**src/usb_irq_pkg.sv**
```systemverilog
// Register map, field positions and timing constants of the USB device interrupt logic
package usb_irq_pkg;

    localparam int          NUM_EP          = 8;
    localparam int          REG_W           = 32;

    // Byte offsets of the interrupt register group
    localparam logic [7:0]  OFS_ENABLE      = 8'h10;
    localparam logic [7:0]  OFS_DISABLE     = 8'h14;
    localparam logic [7:0]  OFS_MASK        = 8'h18;
    localparam logic [7:0]  OFS_STATUS      = 8'h1c;
    localparam logic [7:0]  OFS_CLEAR       = 8'h20;
    localparam logic [7:0]  OFS_CONTROL     = 8'h24;

    // Bit positions inside the mask and status layout and the control word
    localparam int          BIT_SUSPEND     = 8;
    localparam int          BIT_RESUME      = 9;
    localparam int          BIT_EXT_RESUME  = 10;
    localparam int          BIT_SOF         = 11;
    localparam int          BIT_BUS_RST_END = 12;
    localparam int          BIT_WAKEUP      = 13;
    localparam int          BIT_REMOTE_WAKE = 0;

    // Implemented bits and reset values of the registers
    localparam logic [31:0] MASK_IMPL       = 32'h0000_2fff;
    localparam logic [31:0] STATUS_IMPL     = 32'h0000_3fff;
    localparam logic [31:0] EVENT_BITS      = 32'h0000_3f00;
    localparam logic [31:0] MASK_RESET      = 32'h0000_0200;
    localparam logic [31:0] CONTROL_RESET   = 32'h0000_0000;

    // Idle time before suspend and length of resume signalling
    localparam int          CLK_HZ          = 50_000_000;
    localparam int          IDLE_US         = 3000;
    localparam int          IDLE_CYCLES     = (IDLE_US * (CLK_HZ / 1_000_000));
    localparam int          RESUME_US       = 10;
    localparam int          RESUME_CYCLES   = (RESUME_US * (CLK_HZ / 1_000_000));

endpackage : usb_irq_pkg

```
**src/usb_device_interrupt_logic.sv**
```systemverilog
// Interrupt mask and status logic of a full-speed USB device port
//
// Notes on behaviour
// - Writing one to disable endpoint bit clears that mask bit; zero does nothing.
// - Disable bits 8,9,10,11,13 clear bus-event mask bits; zero does nothing.
// - Mask register is read-only; one means enabled, zero disabled.
// - Host resume mask bit 9 is enabled after reset.
// - Endpoint status is high while any of its five flags is one.
// - Endpoint status stays until its endpoint flags are cleared.
// - Bus idle for 3 ms sets suspend status and enters suspend.
// - Host resume signalling sets the resume status bit.
// - In suspend, a rising edge on send-resume sets external resume status.
// - External resume with remote wake enabled drives resume signalling onto bus.
// - Each start-of-frame token sets the start-of-frame status bit.
// - End of bus reset sets status bit 12.
// - Host resume or reset sets wakeup status, held until cleared.
// - Writing one to enable bit sets that mask bit; zero does nothing.
// - Writing one to clear register event bit clears that status bit.
// - Clearing an endpoint's transmit-complete flag withdraws its interrupt share.
`timescale 1ns/1ns
module usb_device_interrupt_logic
    import usb_irq_pkg::*;
#(
    parameter int IDLE_LIMIT   = IDLE_CYCLES,
    parameter int RESUME_LIMIT = RESUME_CYCLES
) (
    input  wire logic               mclk,
    input  wire logic               rst,
    // Wishbone slave
    input  wire logic               wb_cyc_i,
    input  wire logic               wb_stb_i,
    input  wire logic               wb_we_i,
    input  wire logic [7:0]         wb_adr_i,
    input  wire logic [3:0]         wb_sel_i,
    input  wire logic [31:0]        wb_dat_i,
    output logic      [31:0]        wb_dat_o,
    output logic                    wb_ack_o,
    // Per-endpoint flags from the endpoint control and status logic
    input  wire logic [NUM_EP-1:0]  setup_received,
    input  wire logic [NUM_EP-1:0]  rx_bank0_full,
    input  wire logic [NUM_EP-1:0]  rx_bank1_full,
    input  wire logic [NUM_EP-1:0]  tx_complete,
    input  wire logic [NUM_EP-1:0]  stall_acked,
    // Bus events from the serial engine, one-cycle pulses on mclk
    input  wire logic               bus_activity,
    input  wire logic               host_resume_det,
    input  wire logic               frame_start_det,
    input  wire logic               bus_reset_det,
    input  wire logic               bus_reset_end_det,
    // Asynchronous send-resume pin
    input  wire logic               send_resume,
    output logic                    suspended,
    output logic                    drive_resume,
    output logic                    irq
);

    logic [31:0]  mask_ff;
    logic [31:0]  event_ff;
    logic [31:0]  control_ff;
    logic         suspend_ff;
    logic         resume_sync;
    logic         resume_prev_ff;
    logic         idle_expired;
    logic [31:0]  resume_cnt_ff;
    logic [NUM_EP-1:0] ep_status;
    logic [31:0]  status;
    logic         wr_acc;
    logic         rd_acc;
    logic [31:0]  wr_bits;
    logic         ext_resume_evt;
    logic [31:0]  set_bits;

    // Byte lanes of the write data that sel enables
    function automatic logic [31:0] lane_mask(input logic [3:0] sel);
        lane_mask = {{8{sel[3]}}, {8{sel[2]}}, {8{sel[1]}}, {8{sel[0]}}};
    endfunction : lane_mask

    // Write-one register hit test
    function automatic logic [31:0] hit(input logic [7:0] adr, input logic [7:0] ofs,
                                        input logic [31:0] bits);
        hit = (adr == ofs) ? bits : 32'h0000_0000;
    endfunction : hit

    assign wr_acc  = wb_cyc_i && wb_stb_i && wb_we_i && !wb_ack_o;
    assign rd_acc  = wb_cyc_i && wb_stb_i && !wb_we_i && !wb_ack_o;
    assign wr_bits = wr_acc ? (wb_dat_i & lane_mask(wb_sel_i)) : 32'h0000_0000;

    usb_sync2 #(
        .W (1)
    ) u_resume_sync (
        .mclk (mclk),
        .rst  (rst),
        .din  (send_resume),
        .dout (resume_sync)
    );

    usb_idle_timer #(
        .LIMIT (IDLE_LIMIT)
    ) u_idle (
        .mclk     (mclk),
        .rst      (rst),
        .activity (bus_activity),
        .expired  (idle_expired)
    );

    // Endpoint bits follow the endpoint flags, so they stay set until firmware clears the flags
    assign ep_status = setup_received | rx_bank0_full | rx_bank1_full
                     | tx_complete | stall_acked;

    assign status = event_ff | {24'h00_0000, ep_status};

    assign ext_resume_evt = suspend_ff && resume_sync && !resume_prev_ff;

    // Mask: enable sets, disable clears
    always_ff @(posedge mclk or posedge rst) begin
        if (rst) begin
            mask_ff <= MASK_RESET;
        end else begin
            mask_ff <= (mask_ff | hit(wb_adr_i, OFS_ENABLE, wr_bits & MASK_IMPL))
                     & ~hit(wb_adr_i, OFS_DISABLE, wr_bits & MASK_IMPL);
        end
    end

    // Event sources, placed at their bits of the status layout
    always_comb begin
        set_bits                  = 32'h0000_0000;
        set_bits[BIT_SUSPEND]     = idle_expired && !suspend_ff;
        set_bits[BIT_RESUME]      = host_resume_det;
        set_bits[BIT_EXT_RESUME]  = ext_resume_evt;
        set_bits[BIT_SOF]         = frame_start_det;
        set_bits[BIT_BUS_RST_END] = bus_reset_end_det;
        set_bits[BIT_WAKEUP]      = host_resume_det || bus_reset_det;
    end

    // Sticky bus-event status; a new event wins over a clear in the same cycle
    always_ff @(posedge mclk or posedge rst) begin
        if (rst) begin
            event_ff <= 32'h0000_0000;
        end else begin
            event_ff <= (event_ff & ~hit(wb_adr_i, OFS_CLEAR, wr_bits & EVENT_BITS))
                      | set_bits;
        end
    end

    // Suspend state: entered on idle, left on any bus activity or resume
    always_ff @(posedge mclk or posedge rst) begin
        if (rst) begin
            suspend_ff     <= 1'b0;
            resume_prev_ff <= 1'b0;
        end else begin
            resume_prev_ff <= resume_sync;
            if (bus_activity || host_resume_det || bus_reset_det || drive_resume) begin
                suspend_ff <= 1'b0;
            end else if (idle_expired) begin
                suspend_ff <= 1'b1;
            end
        end
    end

    // Remote-wake control word, bit 0 enables remote wakeup
    always_ff @(posedge mclk or posedge rst) begin
        if (rst) begin
            control_ff <= CONTROL_RESET;
        end else if (wr_acc && wb_adr_i == OFS_CONTROL && wb_sel_i[0]) begin
            control_ff <= {31'h0000_0000, wb_dat_i[BIT_REMOTE_WAKE]};
        end
    end

    // Resume signalling lasts a fixed time; the transceiver turns it into K-state
    always_ff @(posedge mclk or posedge rst) begin
        if (rst) begin
            resume_cnt_ff <= 32'h0000_0000;
            drive_resume  <= 1'b0;
        end else if (ext_resume_evt && control_ff[BIT_REMOTE_WAKE]) begin
            resume_cnt_ff <= 32'(RESUME_LIMIT);
            drive_resume  <= 1'b1;
        end else if (resume_cnt_ff > 32'h0000_0001) begin
            resume_cnt_ff <= resume_cnt_ff - 32'h0000_0001;
        end else begin
            resume_cnt_ff <= 32'h0000_0000;
            drive_resume  <= 1'b0;
        end
    end

    // Bus answers one cycle after the request; reads only look, never clear
    always_ff @(posedge mclk or posedge rst) begin
        if (rst) begin
            wb_ack_o <= 1'b0;
            wb_dat_o <= 32'h0000_0000;
        end else begin
            wb_ack_o <= wr_acc || rd_acc;
            if (rd_acc) begin
                unique case (wb_adr_i)
                    OFS_MASK:    wb_dat_o <= mask_ff & MASK_IMPL;
                    OFS_STATUS:  wb_dat_o <= status & STATUS_IMPL;
                    OFS_CONTROL: wb_dat_o <= control_ff;
                    default:     wb_dat_o <= 32'h0000_0000;
                endcase
            end
        end
    end

    always_ff @(posedge mclk or posedge rst) begin
        if (rst) begin
            irq       <= 1'b0;
            suspended <= 1'b0;
        end else begin
            irq       <= |(status & mask_ff & STATUS_IMPL);
            suspended <= suspend_ff;
        end
    end

endmodule : usb_device_interrupt_logic

```
**src/usb_sync2.sv**
```systemverilog
// Two-stage synchroniser for a group of asynchronous inputs
`timescale 1ns/1ns
module usb_sync2 #(
    parameter int W = 1
) (
    input  wire logic         mclk,
    input  wire logic         rst,
    input  wire logic [W-1:0] din,
    output logic      [W-1:0] dout
);

    logic [W-1:0] meta_ff;

    always_ff @(posedge mclk or posedge rst) begin
        if (rst) begin
            meta_ff <= '0;
            dout    <= '0;
        end else begin
            meta_ff <= din;
            dout    <= meta_ff;
        end
    end

endmodule : usb_sync2

```
**src/usb_idle_timer.sv**
```systemverilog
// Bus idle counter: pulses once when the bus has been quiet for the full idle time
`timescale 1ns/1ns
module usb_idle_timer #(
    parameter int LIMIT = 150000
) (
    input  wire logic mclk,
    input  wire logic rst,
    input  wire logic activity,
    output logic      expired
);

    localparam int CW = $clog2(LIMIT + 1);

    logic [CW-1:0] count_ff;
    logic          fired_ff;

    always_ff @(posedge mclk or posedge rst) begin
        if (rst) begin
            count_ff <= '0;
            fired_ff <= 1'b0;
            expired  <= 1'b0;
        end else begin
            expired <= 1'b0;
            if (activity) begin
                count_ff <= '0;
                fired_ff <= 1'b0;
            end else if (count_ff != CW'(LIMIT)) begin
                count_ff <= count_ff + CW'(1);
            end else if (!fired_ff) begin
                // One pulse per idle period; re-armed only by new activity
                fired_ff <= 1'b1;
                expired  <= 1'b1;
            end
        end
    end

endmodule : usb_idle_timer

```
**config.mk**
```make
export PLATFORM = sky130hd
export DESIGN_NAME = usb_device_interrupt_logic
export DESIGN_NICKNAME = d
export VERILOG_FILES = /design/src/usb_irq_pkg.sv /design/src/usb_device_interrupt_logic.sv /design/src/usb_sync2.sv /design/src/usb_idle_timer.sv
export SDC_FILE = /design/constraint.sdc
export NUM_CORES = 1
export LEC_CHECK = 0
export BUFFER_PORTS_ARGS = -buffer_cell sky130_fd_sc_hd__buf_4
export CELL_PAD_IN_SITES_DETAIL_PLACEMENT = 2
export CELL_PAD_IN_SITES_GLOBAL_PLACEMENT = 2
export CORE_ASPECT_RATIO = 1.4
export CORE_MARGIN = 8
export CORE_UTILIZATION = 34
export CTS_CLUSTER_SIZE = 14
export DETAILED_ROUTE_END_ITERATION = 8
export GPL_ROUTABILITY_DRIVEN = 1
export PLACE_DENSITY_LB_ADDON = 0.1
export SKIP_CTS_REPAIR_TIMING = 1
export SLEW_MARGIN = 10
export SYNTH_ARGS = -nofsm -noshare
export SYNTH_HDL_FRONTEND = slang
export SYNTH_SLANG_ARGS = --single-unit
```
**constraint.sdc**
```tcl
create_clock -name mclk -period 8 [get_ports mclk]
set_input_delay 0.4 -clock mclk [delete_from_list [all_inputs] [get_ports mclk]]
set_output_delay 0.4 -clock mclk [all_outputs]
set_load 0.02 [all_outputs]
```
==> key figures, run 1 <==
Status
  – Status: finished clean

Synthesis
  – Async SR Flop Fraction: 100%
  – Mapped Cells: 491
  – Yosys reg bits: 94
  – Sequential fraction of the synthesis area: 49.4%
  – Synth unique cells: 56
  – Synth warnings: 0
  – EDFF count, synth: 0
  – Most used DFF post-synth: dfrtp_1
  – Syn_area_per_cell: 9.70 um^2
  – Mapped Area: 0.00476 mm^2

STA
  – Slew @ Worst Pin: 852 ps
  – Setup violations, final: 0
  – Fin. Hold Viols: 0
  – RSZ-0062 raised after global routing: no
  – Fin Setup TNS: 0 ps
  – Slew Viols, Final: 0
  – Slew headroom: 42.7%
  – Period utilization: 31.6%
  – Clock Skews: 13.7 ps
  – Fmax: 395 MHz
  – Period minus WS final: 2530 ps

Critical path
  – Worst Path Arrival: 2730 ps
  – WP data required: 8200 ps
  – Largest stage delay on the critical path: 730 ps
  – Worst path slowest cell: nor4_1
  – Crit-path cells: nor4_1, nand2_1, nor3_1, o21ai_0
  – CP Capture Type: flip-flop
  – Crit path launch type: flip-flop
  – Crit Path Max Fanout: 8
  – Critical path type: flip-flop to flip-flop

CTS
  – CTS tree: yes
  – Clock slew at reported path FFs: 70 ps
  – CTS Sinks: 94
  – H-tree depth: 3
  – CTS Buf Count: 9
  – Clock Tree Buf Depth: 2
  – Worst-Skew Late Latency: 350 ps
  – Clock Tree Root: clkbuf_16

Placement
  – Post-DP HPWL: 11,300 um
  – IO Port Bufs: 92
  – DP Cell Count: 750
  – GPL Wtd Cong: 0.781

GRT
  – Vias in the first global route: 4,796
  – Initial antenna violation count: 0
  – Largest net degree at the start of global routing: 52
  – Gr usage total: 17.1%
  – GR Overflow Total: 0
  – Global-route wire length before repair: 24,700 um

Power
  – Register share of total power: 48.0%
  – Worst-case vdd ir drop: 0.000126 V
  – Clock power share: 30.7%
  – Static leakage: 0.00249 uW
  – PD cells: 236 mW/mm^2
  – Switching part of the total: 34.5%
  – Switch Pwr: 476 uW
  – Power Internal: 903 uW
  – Logic pwr share: 21.3%

Floorplan
  – Starting Density: 34.6%
  – Area of the die: 0.0181 mm^2
  – I/O pin cnt: 131
  – CORE AREA: 0.0138 mm^2
  – Die height: 156 um
  – Chip width: 116 um
  – Row cnt: 51

Flow run
  – Max Cap Violations: 0

Final layout
  – Finished Layout Cells: 766
  – Ratio of cells with drive above 1 in the final layout: 21.5%
  – Commonest non-fill, non-tap cell in the layout: buf_4
  – Most frequent cells in the layout: buf_4, dfrtp_1, nor2_1, o21ai_0, nand2_1
  – Fill count: 1,564
  – Nets: 675
  – Layout area overhead: 22.7%
  – Inserted Diodes: 0

Routing
  – DR pass1 iterations: 5
  – Vias per std cell: 5.52
  – Wire per inst: 19.6 um
  – Vias: 4,227
  – DRT iter0 DRCs: 144
  – Routed WL: 15,000 um
  – DRC violations left: 0
  – DRT antenna net count: 0

Worst hold path
  – Hold Path Class: input port to flip-flop
==> registers in the layout, summed over array words and instances, names as in the netlist <==
register and flops:
control_ff 1, drive_resume 1, event_ff 6, irq 1, mask_ff 13, resume_cnt_ff 32, resume_prev_ff 1, suspend_ff 1
suspended 1, u_idle.count_ff 18, u_idle.expired 1, u_idle.fired_ff 1, u_resume_sync.dout 1, u_resume_sync.meta_ff 1, wb_ack_o 1, wb_dat_o 14
==> worst max-delay path, delay by kind of cell (launching register included) <==
| kind | cells | cell delay, ps |
|---|---|---|
| flops | 1 | 450 |
| simple gates | 3 | 1710 |
| compound gates | 1 | 220 |
==> logic make-up (layout without fill, tap and decap cells) <==
kind of cell / after synthesis / count (layout) / synth area share, %
AND/OR/NAND/NOR: 192 / 192 / 22.3
other: 1 / 18 / 0.0787
multiplexers: 6 / 6 / 1.29
adder cells (fa/ha/maj): 4 / 4 / 1.05
XOR/XNOR: 22 / 22 / 4.05
flip-flops: 94 / 94 / 49.4
buffers and inverters: 47 / 120 / 5.33
AO/OA/AOI/OAI: 125 / 125 / 16.5
==> cell type report <==
class                   instances  area (um^2)  area share, %
clock buffers                   9          225           3.85
clock inverters                 7         62.6           1.07
inverters                       8         31.3          0.535
multi-input cells             367         2220           38.0
flip-flops and latches         94         2350           40.3
well taps                     185          231           3.96
repair buffers                 96          721           12.3
==> per-layer routing <==
metal | vias up | part of all wire (%) | track usage, %
li1 | 1972 | - | -
met1 | 2146 | 41 | 19.3
met2 | 99 | 53 | 31.1
met3 | 10 | 4.9 | 3.18
met4 | 0 | 1.3 | 5.70
met5 | - | 0 | 0
==> Yosys cell counts, drive strengths merged, types with 15 or more instances <==
| master | number | area share [%] |
|---|---|---|
| a31oi | 26 | 3.4 |
| dfrtp | 93 | 49 |
| o31ai | 16 | 2.6 |
| nand2 | 30 | 2.4 |
| a21oi | 26 | 2.7 |
| clkbuf | 15 | 1.2 |
| nand3 | 24 | 2.5 |
| buf | 24 | 3.5 |
| xor2 | 17 | 3.1 |
| nor2 | 39 | 3.1 |
| o21ai | 35 | 3.7 |
| or4 | 21 | 3.4 |
==> per-stage QoR <==
stage | cell area (um^2) | utilization (%) | setup slack (ps) | power [uW] | hold WS, ps
6_report | 5840 | 42.4 | 5470 | 1380 | 154
5_1_grt | 5840 | 42.4 | 5140 | 1470 | 139
4_1_cts | 5840 | 42.4 | 5380 | 1400 | 136
3_5_place_dp | 5560 | 40.3 | 5430 | 966 | 375
3_3_place_gp | 5560 | 40.3 | 5530 | 934 | 375
2_1_floorplan | 4830 | - | 5150 | 843 | 331
==> final timing paths <==
| path | from | endpoint | slack (ps) | depth (start not counted) |
|---|---|---|---|---|
| min in group asynchronous | rst | resume_cnt_ff[19] | 160 | 2 |
| max in group asynchronous | rst | u_idle.count_ff[16] | 6690 | 3 |
| worst min register to register | u_resume_sync.meta_ff | u_resume_sync.dout | 370 | 0 |
| worst max-delay path | resume_cnt_ff[18] | resume_cnt_ff[5] | 5470 | 4 |
| worst min-delay path | send_resume | u_resume_sync.meta_ff | 150 | 1 |
| worst max register to register | resume_cnt_ff[18] | resume_cnt_ff[5] | 5470 | 4 |
==> power by group through the flow <==
| stage | clock (uW) | sequential (uW) | combinational (uW) |
|---|---|---|---|
| floorplan | 0 | 633 | 210 |
| global placement | 0 | 657 | 277 |
| detailed placement | 0 | 669 | 297 |
| CTS | 440 | 664 | 301 |
| global route | 454 | 679 | 331 |
| finish | 424 | 662 | 293 |
Note: power is estimated with default switching activity, not from simulation.
==> run 2, diff against run 1 <==
- CORE_UTILIZATION: 34 -> 29
- clock period: 8 -> 2.3 ns (I/O delays scaled with it)
==> key figures, run 2 (synthesis results as in run 1) <==
Critical path
  – WP data required: 2580 ps
  – CP Capture Type: flip-flop
  – Crit Path Max Fanout: 6
  – Critical path type: flip-flop to flip-flop
  – CP startpoint: resume_cnt_ff[1]
  – Crit path launch type: flip-flop
  – Worst R2R End: resume_cnt_ff[19]
  – Reg2Reg Setup Slack: 30 ps
  – Worst R2R Start: resume_cnt_ff[1]
  – Worst Path Arrival: 2550 ps
  – R2R cell count: 5

Final layout
  – Number of flip-flops under the largest register name: 32
  – Biggest register: resume_cnt_ff
  – Largest regs: resume_cnt_ff: 32 flops, u_idle.count_ff: 18 flops, wb_dat_o: 14 flops
  – Most frequent cells in the layout: buf_4, dfrtp_1, nor2_1, o21ai_0, nand2_1
  – Inserted Diodes: 0
  – Commonest non-fill, non-tap cell in the layout: buf_4
  – Nets: 722
  – Finished Layout Cells: 826
  – Fill count: 1,780
  – Ratio of cells with drive above 1 in the final layout: 25.2%
  – Layout area overhead: 32.1%

STA
  – Fmax: 441 MHz
  – Slew @ Worst Pin: 644 ps
  – Clock Skews: 7.51 ps
  – Period minus WS final: 2270 ps
  – Period utilization: 98.7%
  – Slew headroom: 57.0%
  – Setup violations, final: 0
  – Slew Viols, Final: 0
  – Fin. Hold Viols: 0

CTS
  – CTS tree: yes
  – CTS Buf Count: 9
  – CTS Sinks: 94
  – H-tree depth: 3
  – Worst-Skew Late Latency: 350 ps
  – Clock Tree Root: clkbuf_16
  – Clock Tree Buf Depth: 2
  – Clock slew at reported path FFs: 60 ps

Floorplan
  – Starting Density: 29.6%
  – I/O pin cnt: 131
  – Area of the die: 0.0208 mm^2
  – Chip width: 124 um
  – Die height: 168 um
  – Row cnt: 55
  – CORE AREA: 0.0161 mm^2

Placement
  – DP Cell Count: 790
  – GPL Wtd Cong: 0.755
  – Post-DP HPWL: 12,100 um
  – IO Port Bufs: 92

Worst hold path
  – Hold wc startpoint: wb_stb_i
  – Hold Crit Depth: 3
  – Worst Hold End: wb_ack_o
  – Hold Path Class: input port to flip-flop

Routing
  – DR pass1 iterations: 4
  – DRT iter0 DRCs: 114
  – Vias: 4,355
  – Wire per inst: 19.5 um
  – Vias per std cell: 5.27
  – Routed WL: 16,100 um
  – DRC violations left: 0
  – DRT antenna net count: 0

Power
  – Register share of total power: 45.5%
  – PD cells: 785 mW/mm^2
  – Switch Pwr: 1660 uW
  – Switching part of the total: 33.6%
  – Static leakage: 0.00270 uW
  – Total power: 4940 uW
  – Worst-case vdd ir drop: 0.000377 V
  – Power Internal: 3280 uW
  – Logic pwr share: 26.8%
  – Clock power share: 27.7%

GRT
  – Vias in the first global route: 4,834
  – Largest net degree at the start of global routing: 53
  – Initial antenna violation count: 0
  – Gr usage total: 15.4%
  – Global-route wire length before repair: 25,900 um
  – GR Overflow Total: 0

Flow run
  – Max Cap Violations: 0

Status
  – Status: finished clean
==> run 2: cell count changes in the layout (fill, tap and decap cells not counted), sizes merged <==
cell / delta
buf: +28
clkbuf: +1
clkinv: +2
clkinvlp: +1
dlygate4sd3: +19
inv: -5
==> run 2: power by group through the flow <==
stage,logic (uW),registers (uW),clock network [uW]
2_1_floorplan,731,2200,0
3_3_place_gp,1210,2230,0
3_5_place_dp,1270,2260,0
4_1_cts,1280,2240,1420
5_1_grt,1490,2290,1470
6_report,1320,2250,1370
==> run 2: routing by layer <==
layer / up-vias / share of wire (%) / GRT usage, %
met5: - / 0 / 0
met1: 2208 / 41 / 17.0
met2: 72 / 55 / 28.6
met4: 0 / 1.7 / 5.83
li1: 2059 / - / -
met3: 16 / 2.5 / 2.50
==> run 2: worst max-delay path by stage <==
stage	end	slack [ps]	cells past startpoint
after floorplan	resume_cnt_ff[25]	40	6
after global placement	resume_cnt_ff[29]	20	4
after detailed placement	resume_cnt_ff[29]	-20	4
after CTS	resume_cnt_ff[29]	-50	4
after global routing	resume_cnt_ff[25]	-20	5
final	resume_cnt_ff[19]	30	5
==> run 2: through the flow <==
stage | cell area (um^2) | hold WS [ps] | setup TNS [ps] | setup slack (ps) | util (%)
after global placement | 5800 | 238 | 0 | 23.4 | 36.0
after detailed placement | 5800 | 236 | -16.0 | -16.0 | 36.0
final | 6290 | 53.2 | 0 | 30.0 | 39.1
after floorplan | 4830 | 146 | 0 | 41.7 | -
after CTS | 6050 | -138 | -75.4 | -48.1 | 37.6
after global routing | 6290 | 63.9 | -25.0 | -17.7 | 39.1
==> run 2: layout make-up <==
class                      instances  area (um^2)  area share (%)
clock inverter                     5         27.5           0.438
sequential                        94         2350            37.4
timing repair buffer             143         1150            18.3
clock buffer                      10          229            3.64
multi-input combinational        367         2250            35.7
inverter                           8         33.8           0.537
tap                              199          249            3.96
==> run 2: critical path: stages, from the launching register on <==
cell and delay, ps:
dfrtp_1 400, or4_4 560, or4_4 550, buf_6 150
or4_4 410, a21oi_2 120
==> run 3, diff against run 2 <==
- ABC_AREA: not set -> 1
- CORE_UTILIZATION: 29 -> 27
==> key figures, run 3 <==
GRT
  – Vias in the first global route: 5,779
  – Largest net degree at the start of global routing: 34
  – Initial antenna violation count: 0
  – GR Overflow Total: 0
  – Gr usage total: 15.3%
  – Global-route wire length before repair: 30,100 um

Final layout
  – Multi-input logic area: 0.00263 mm^2
  – Reg area: 0.00235 mm^2
  – Largest regs: resume_cnt_ff: 32 flops, u_idle.count_ff: 18 flops, wb_dat_o: 14 flops
  – Biggest register: resume_cnt_ff
  – Layout area overhead: 24.7%
  – Ratio of cells with drive above 1 in the final layout: 20.5%
  – Inserted Diodes: 0
  – Most frequent cells in the layout: nand2_1, nor2_1, buf_4, dfrtp_1, nand3_1
  – Commonest non-fill, non-tap cell in the layout: nand2_1
  – Number of flip-flops under the largest register name: 32
  – Nets: 910
  – Fill count: 2,355

CTS
  – Clock slew at reported path FFs: 70 ps
  – Clock Tree Buf Depth: 2
  – CTS Sinks: 94
  – CTS Buf Count: 9
  – Clock Tree Root: clkbuf_16
  – Worst-Skew Late Latency: 360 ps
  – CTS tree: yes
  – H-tree depth: 3

Floorplan
  – I/O pin cnt: 131
  – Starting Density: 27.2%
  – Chip width: 135 um
  – Row cnt: 61
  – CORE AREA: 0.0197 mm^2
  – Die height: 183 um
  – Area of the die: 0.0247 mm^2

Synthesis
  – Yosys top cell area share: 43.4%
  – Most frequent cells after synthesis: nand2_1, nor2_1, dfrtp_1
  – Synth unique cells: 39
  – Synth warnings: 0
  – EDFF count, synth: 0
  – Sequential fraction of the synthesis area: 43.9%
  – Most used DFF post-synth: dfrtp_1
  – Syn_area_per_cell: 7.60 um^2
  – Mapped Area: 0.00536 mm^2
  – Most common cell in the netlist: nand2_1
  – Top cells by area, synth: dfrtp_1, nand2_1, nor2_1, nand3_1, a21oi_1
  – Async SR Flop Fraction: 100%
  – Yosys reg bits: 94
  – Mapped Cells: 706
  – Area leader, netlist: dfrtp_1

Worst hold path
  – Hold wc startpoint: wb_stb_i
  – Hold Crit Depth: 3
  – Worst Hold End: wb_ack_o
  – Hold Path Class: input port to flip-flop

Critical path
  – Worst Path Arrival: 2190 ps
  – Critical path type: flip-flop to flip-flop
  – Reg2Reg Setup Slack: 330 ps
  – CP Capture Type: flip-flop
  – Crit Path Max Fanout: 15
  – Crit path launch type: flip-flop
  – R2R cell count: 4
  – Worst R2R Start: resume_prev_ff
  – Worst R2R End: resume_cnt_ff[17]
  – WP data required: 2520 ps

STA
  – Slew Viols, Final: 0
  – Setup violations, final: 0
  – Clock Skews: 10.8 ps
  – RSZ-0062 raised after global routing: no
  – Fin Setup TNS: 0 ps
  – Period utilization: 85.6%
  – Fmax: 508 MHz
  – Fin. Hold Viols: 0
  – Slew @ Worst Pin: 886 ps
  – Period minus WS final: 1970 ps
  – Slew headroom: 40.8%

Routing
  – DRC violations left: 0
  – DRT iter0 DRCs: 128
  – Vias: 5,028
  – DRT antenna net count: 0
  – Vias per std cell: 4.71
  – DR pass1 iterations: 4
  – Routed WL: 18,500 um
  – Wire per inst: 17.3 um

Power
  – Power Internal: 3440 uW
  – Worst-case vdd ir drop: 0.000375 V
  – Switching part of the total: 35.5%
  – Total power: 5330 uW
  – Static leakage: 0.00314 uW
  – PD cells: 797 mW/mm^2
  – Logic pwr share: 26.0%
  – Switch Pwr: 1890 uW
  – Clock power share: 31.3%
  – Register share of total power: 42.7%

Flow run
  – Max Cap Violations: 0

Placement
  – GPL Wtd Cong: 0.795
  – Post-DP HPWL: 14,700 um
  – IO Port Bufs: 92

Status
  – Status: finished clean
## run 3: power by group through the flow
stage | registers [uW] | logic, uW | clock network, uW
final | 2280 | 1390 | 1670
after global routing | 2320 | 1600 | 1780
after CTS | 2290 | 1420 | 1730
after detailed placement | 2320 | 1400 | 0
after global placement | 2300 | 1340 | 0
after floorplan | 2200 | 1030 | 0
## run 3: logic make-up (layout without fill, tap and decap cells)
| kind of cell | Yosys count | in the layout | synth area share, % |
|---|---|---|---|
| compound gates | 73 | 73 | 7.21 |
| xor+xnor | 21 | 21 | 3.43 |
| fa+ha+maj | 4 | 4 | 0.933 |
| buf+inv | 88 | 181 | 8.35 |
| flops | 94 | 94 | 43.9 |
| other cells | 1 | 18 | 0.0699 |
| simple gates | 425 | 425 | 36.1 |
## run 3: through the flow
| stage | hold slack, ps | area (um^2) | setup slack, ps | util [%] | cells |
|---|---|---|---|---|---|
| floorplan | 146 | 5430 | 776 | - | 723 |
| finish | 79.0 | 6690 | 331 | 34.0 | 1068 |
| CTS | -165 | 6610 | 235 | 33.5 | 1060 |
| detailed placement | 225 | 6280 | 273 | 31.9 | 1044 |
| global route | 75.6 | 6690 | 166 | 34.0 | 1068 |
| global placement | 225 | 6280 | 322 | 31.9 | 1044 |
## run 3: how the worst max path moves through the flow
| stage | startpoint | to | slack, ps | cells after the start |
|---|---|---|---|---|
| final | resume_prev_ff | resume_cnt_ff[17] | 330 | 4 |
| after global routing | resume_prev_ff | resume_cnt_ff[17] | 170 | 4 |
| after CTS | resume_prev_ff | resume_cnt_ff[17] | 240 | 4 |
| after detailed placement | resume_prev_ff | resume_cnt_ff[17] | 270 | 4 |
| after global placement | suspend_ff | resume_cnt_ff[17] | 320 | 3 |
| after floorplan | resume_cnt_ff[0] | resume_cnt_ff[3] | 780 | 10 |
## run 3: cell type report
class,instances,area share [%]
Tap cell,252,4.72
Clock buffer,10,3.42
Multi-Input combinational cell,541,39.3
Inverter,55,3.14
Timing Repair Buffer,110,12.8
Clock inverter,6,1.40
Sequential cell,94,35.2
## run 3: metal layers
metal	share of wire [%]	track usage, %	wire length [um]
met5	0	0	0
met2	57	29.9	10500
met4	1.3	4.10	239
met3	3.3	3.23	611
met1	39	15.9	7140
## run 3: critical path, stage by stage (launching register included)
cell and delay, ps:
dfrtp_1 370, inv_1 80, nand4_1 680, nand2_4 580
nor2_1 110
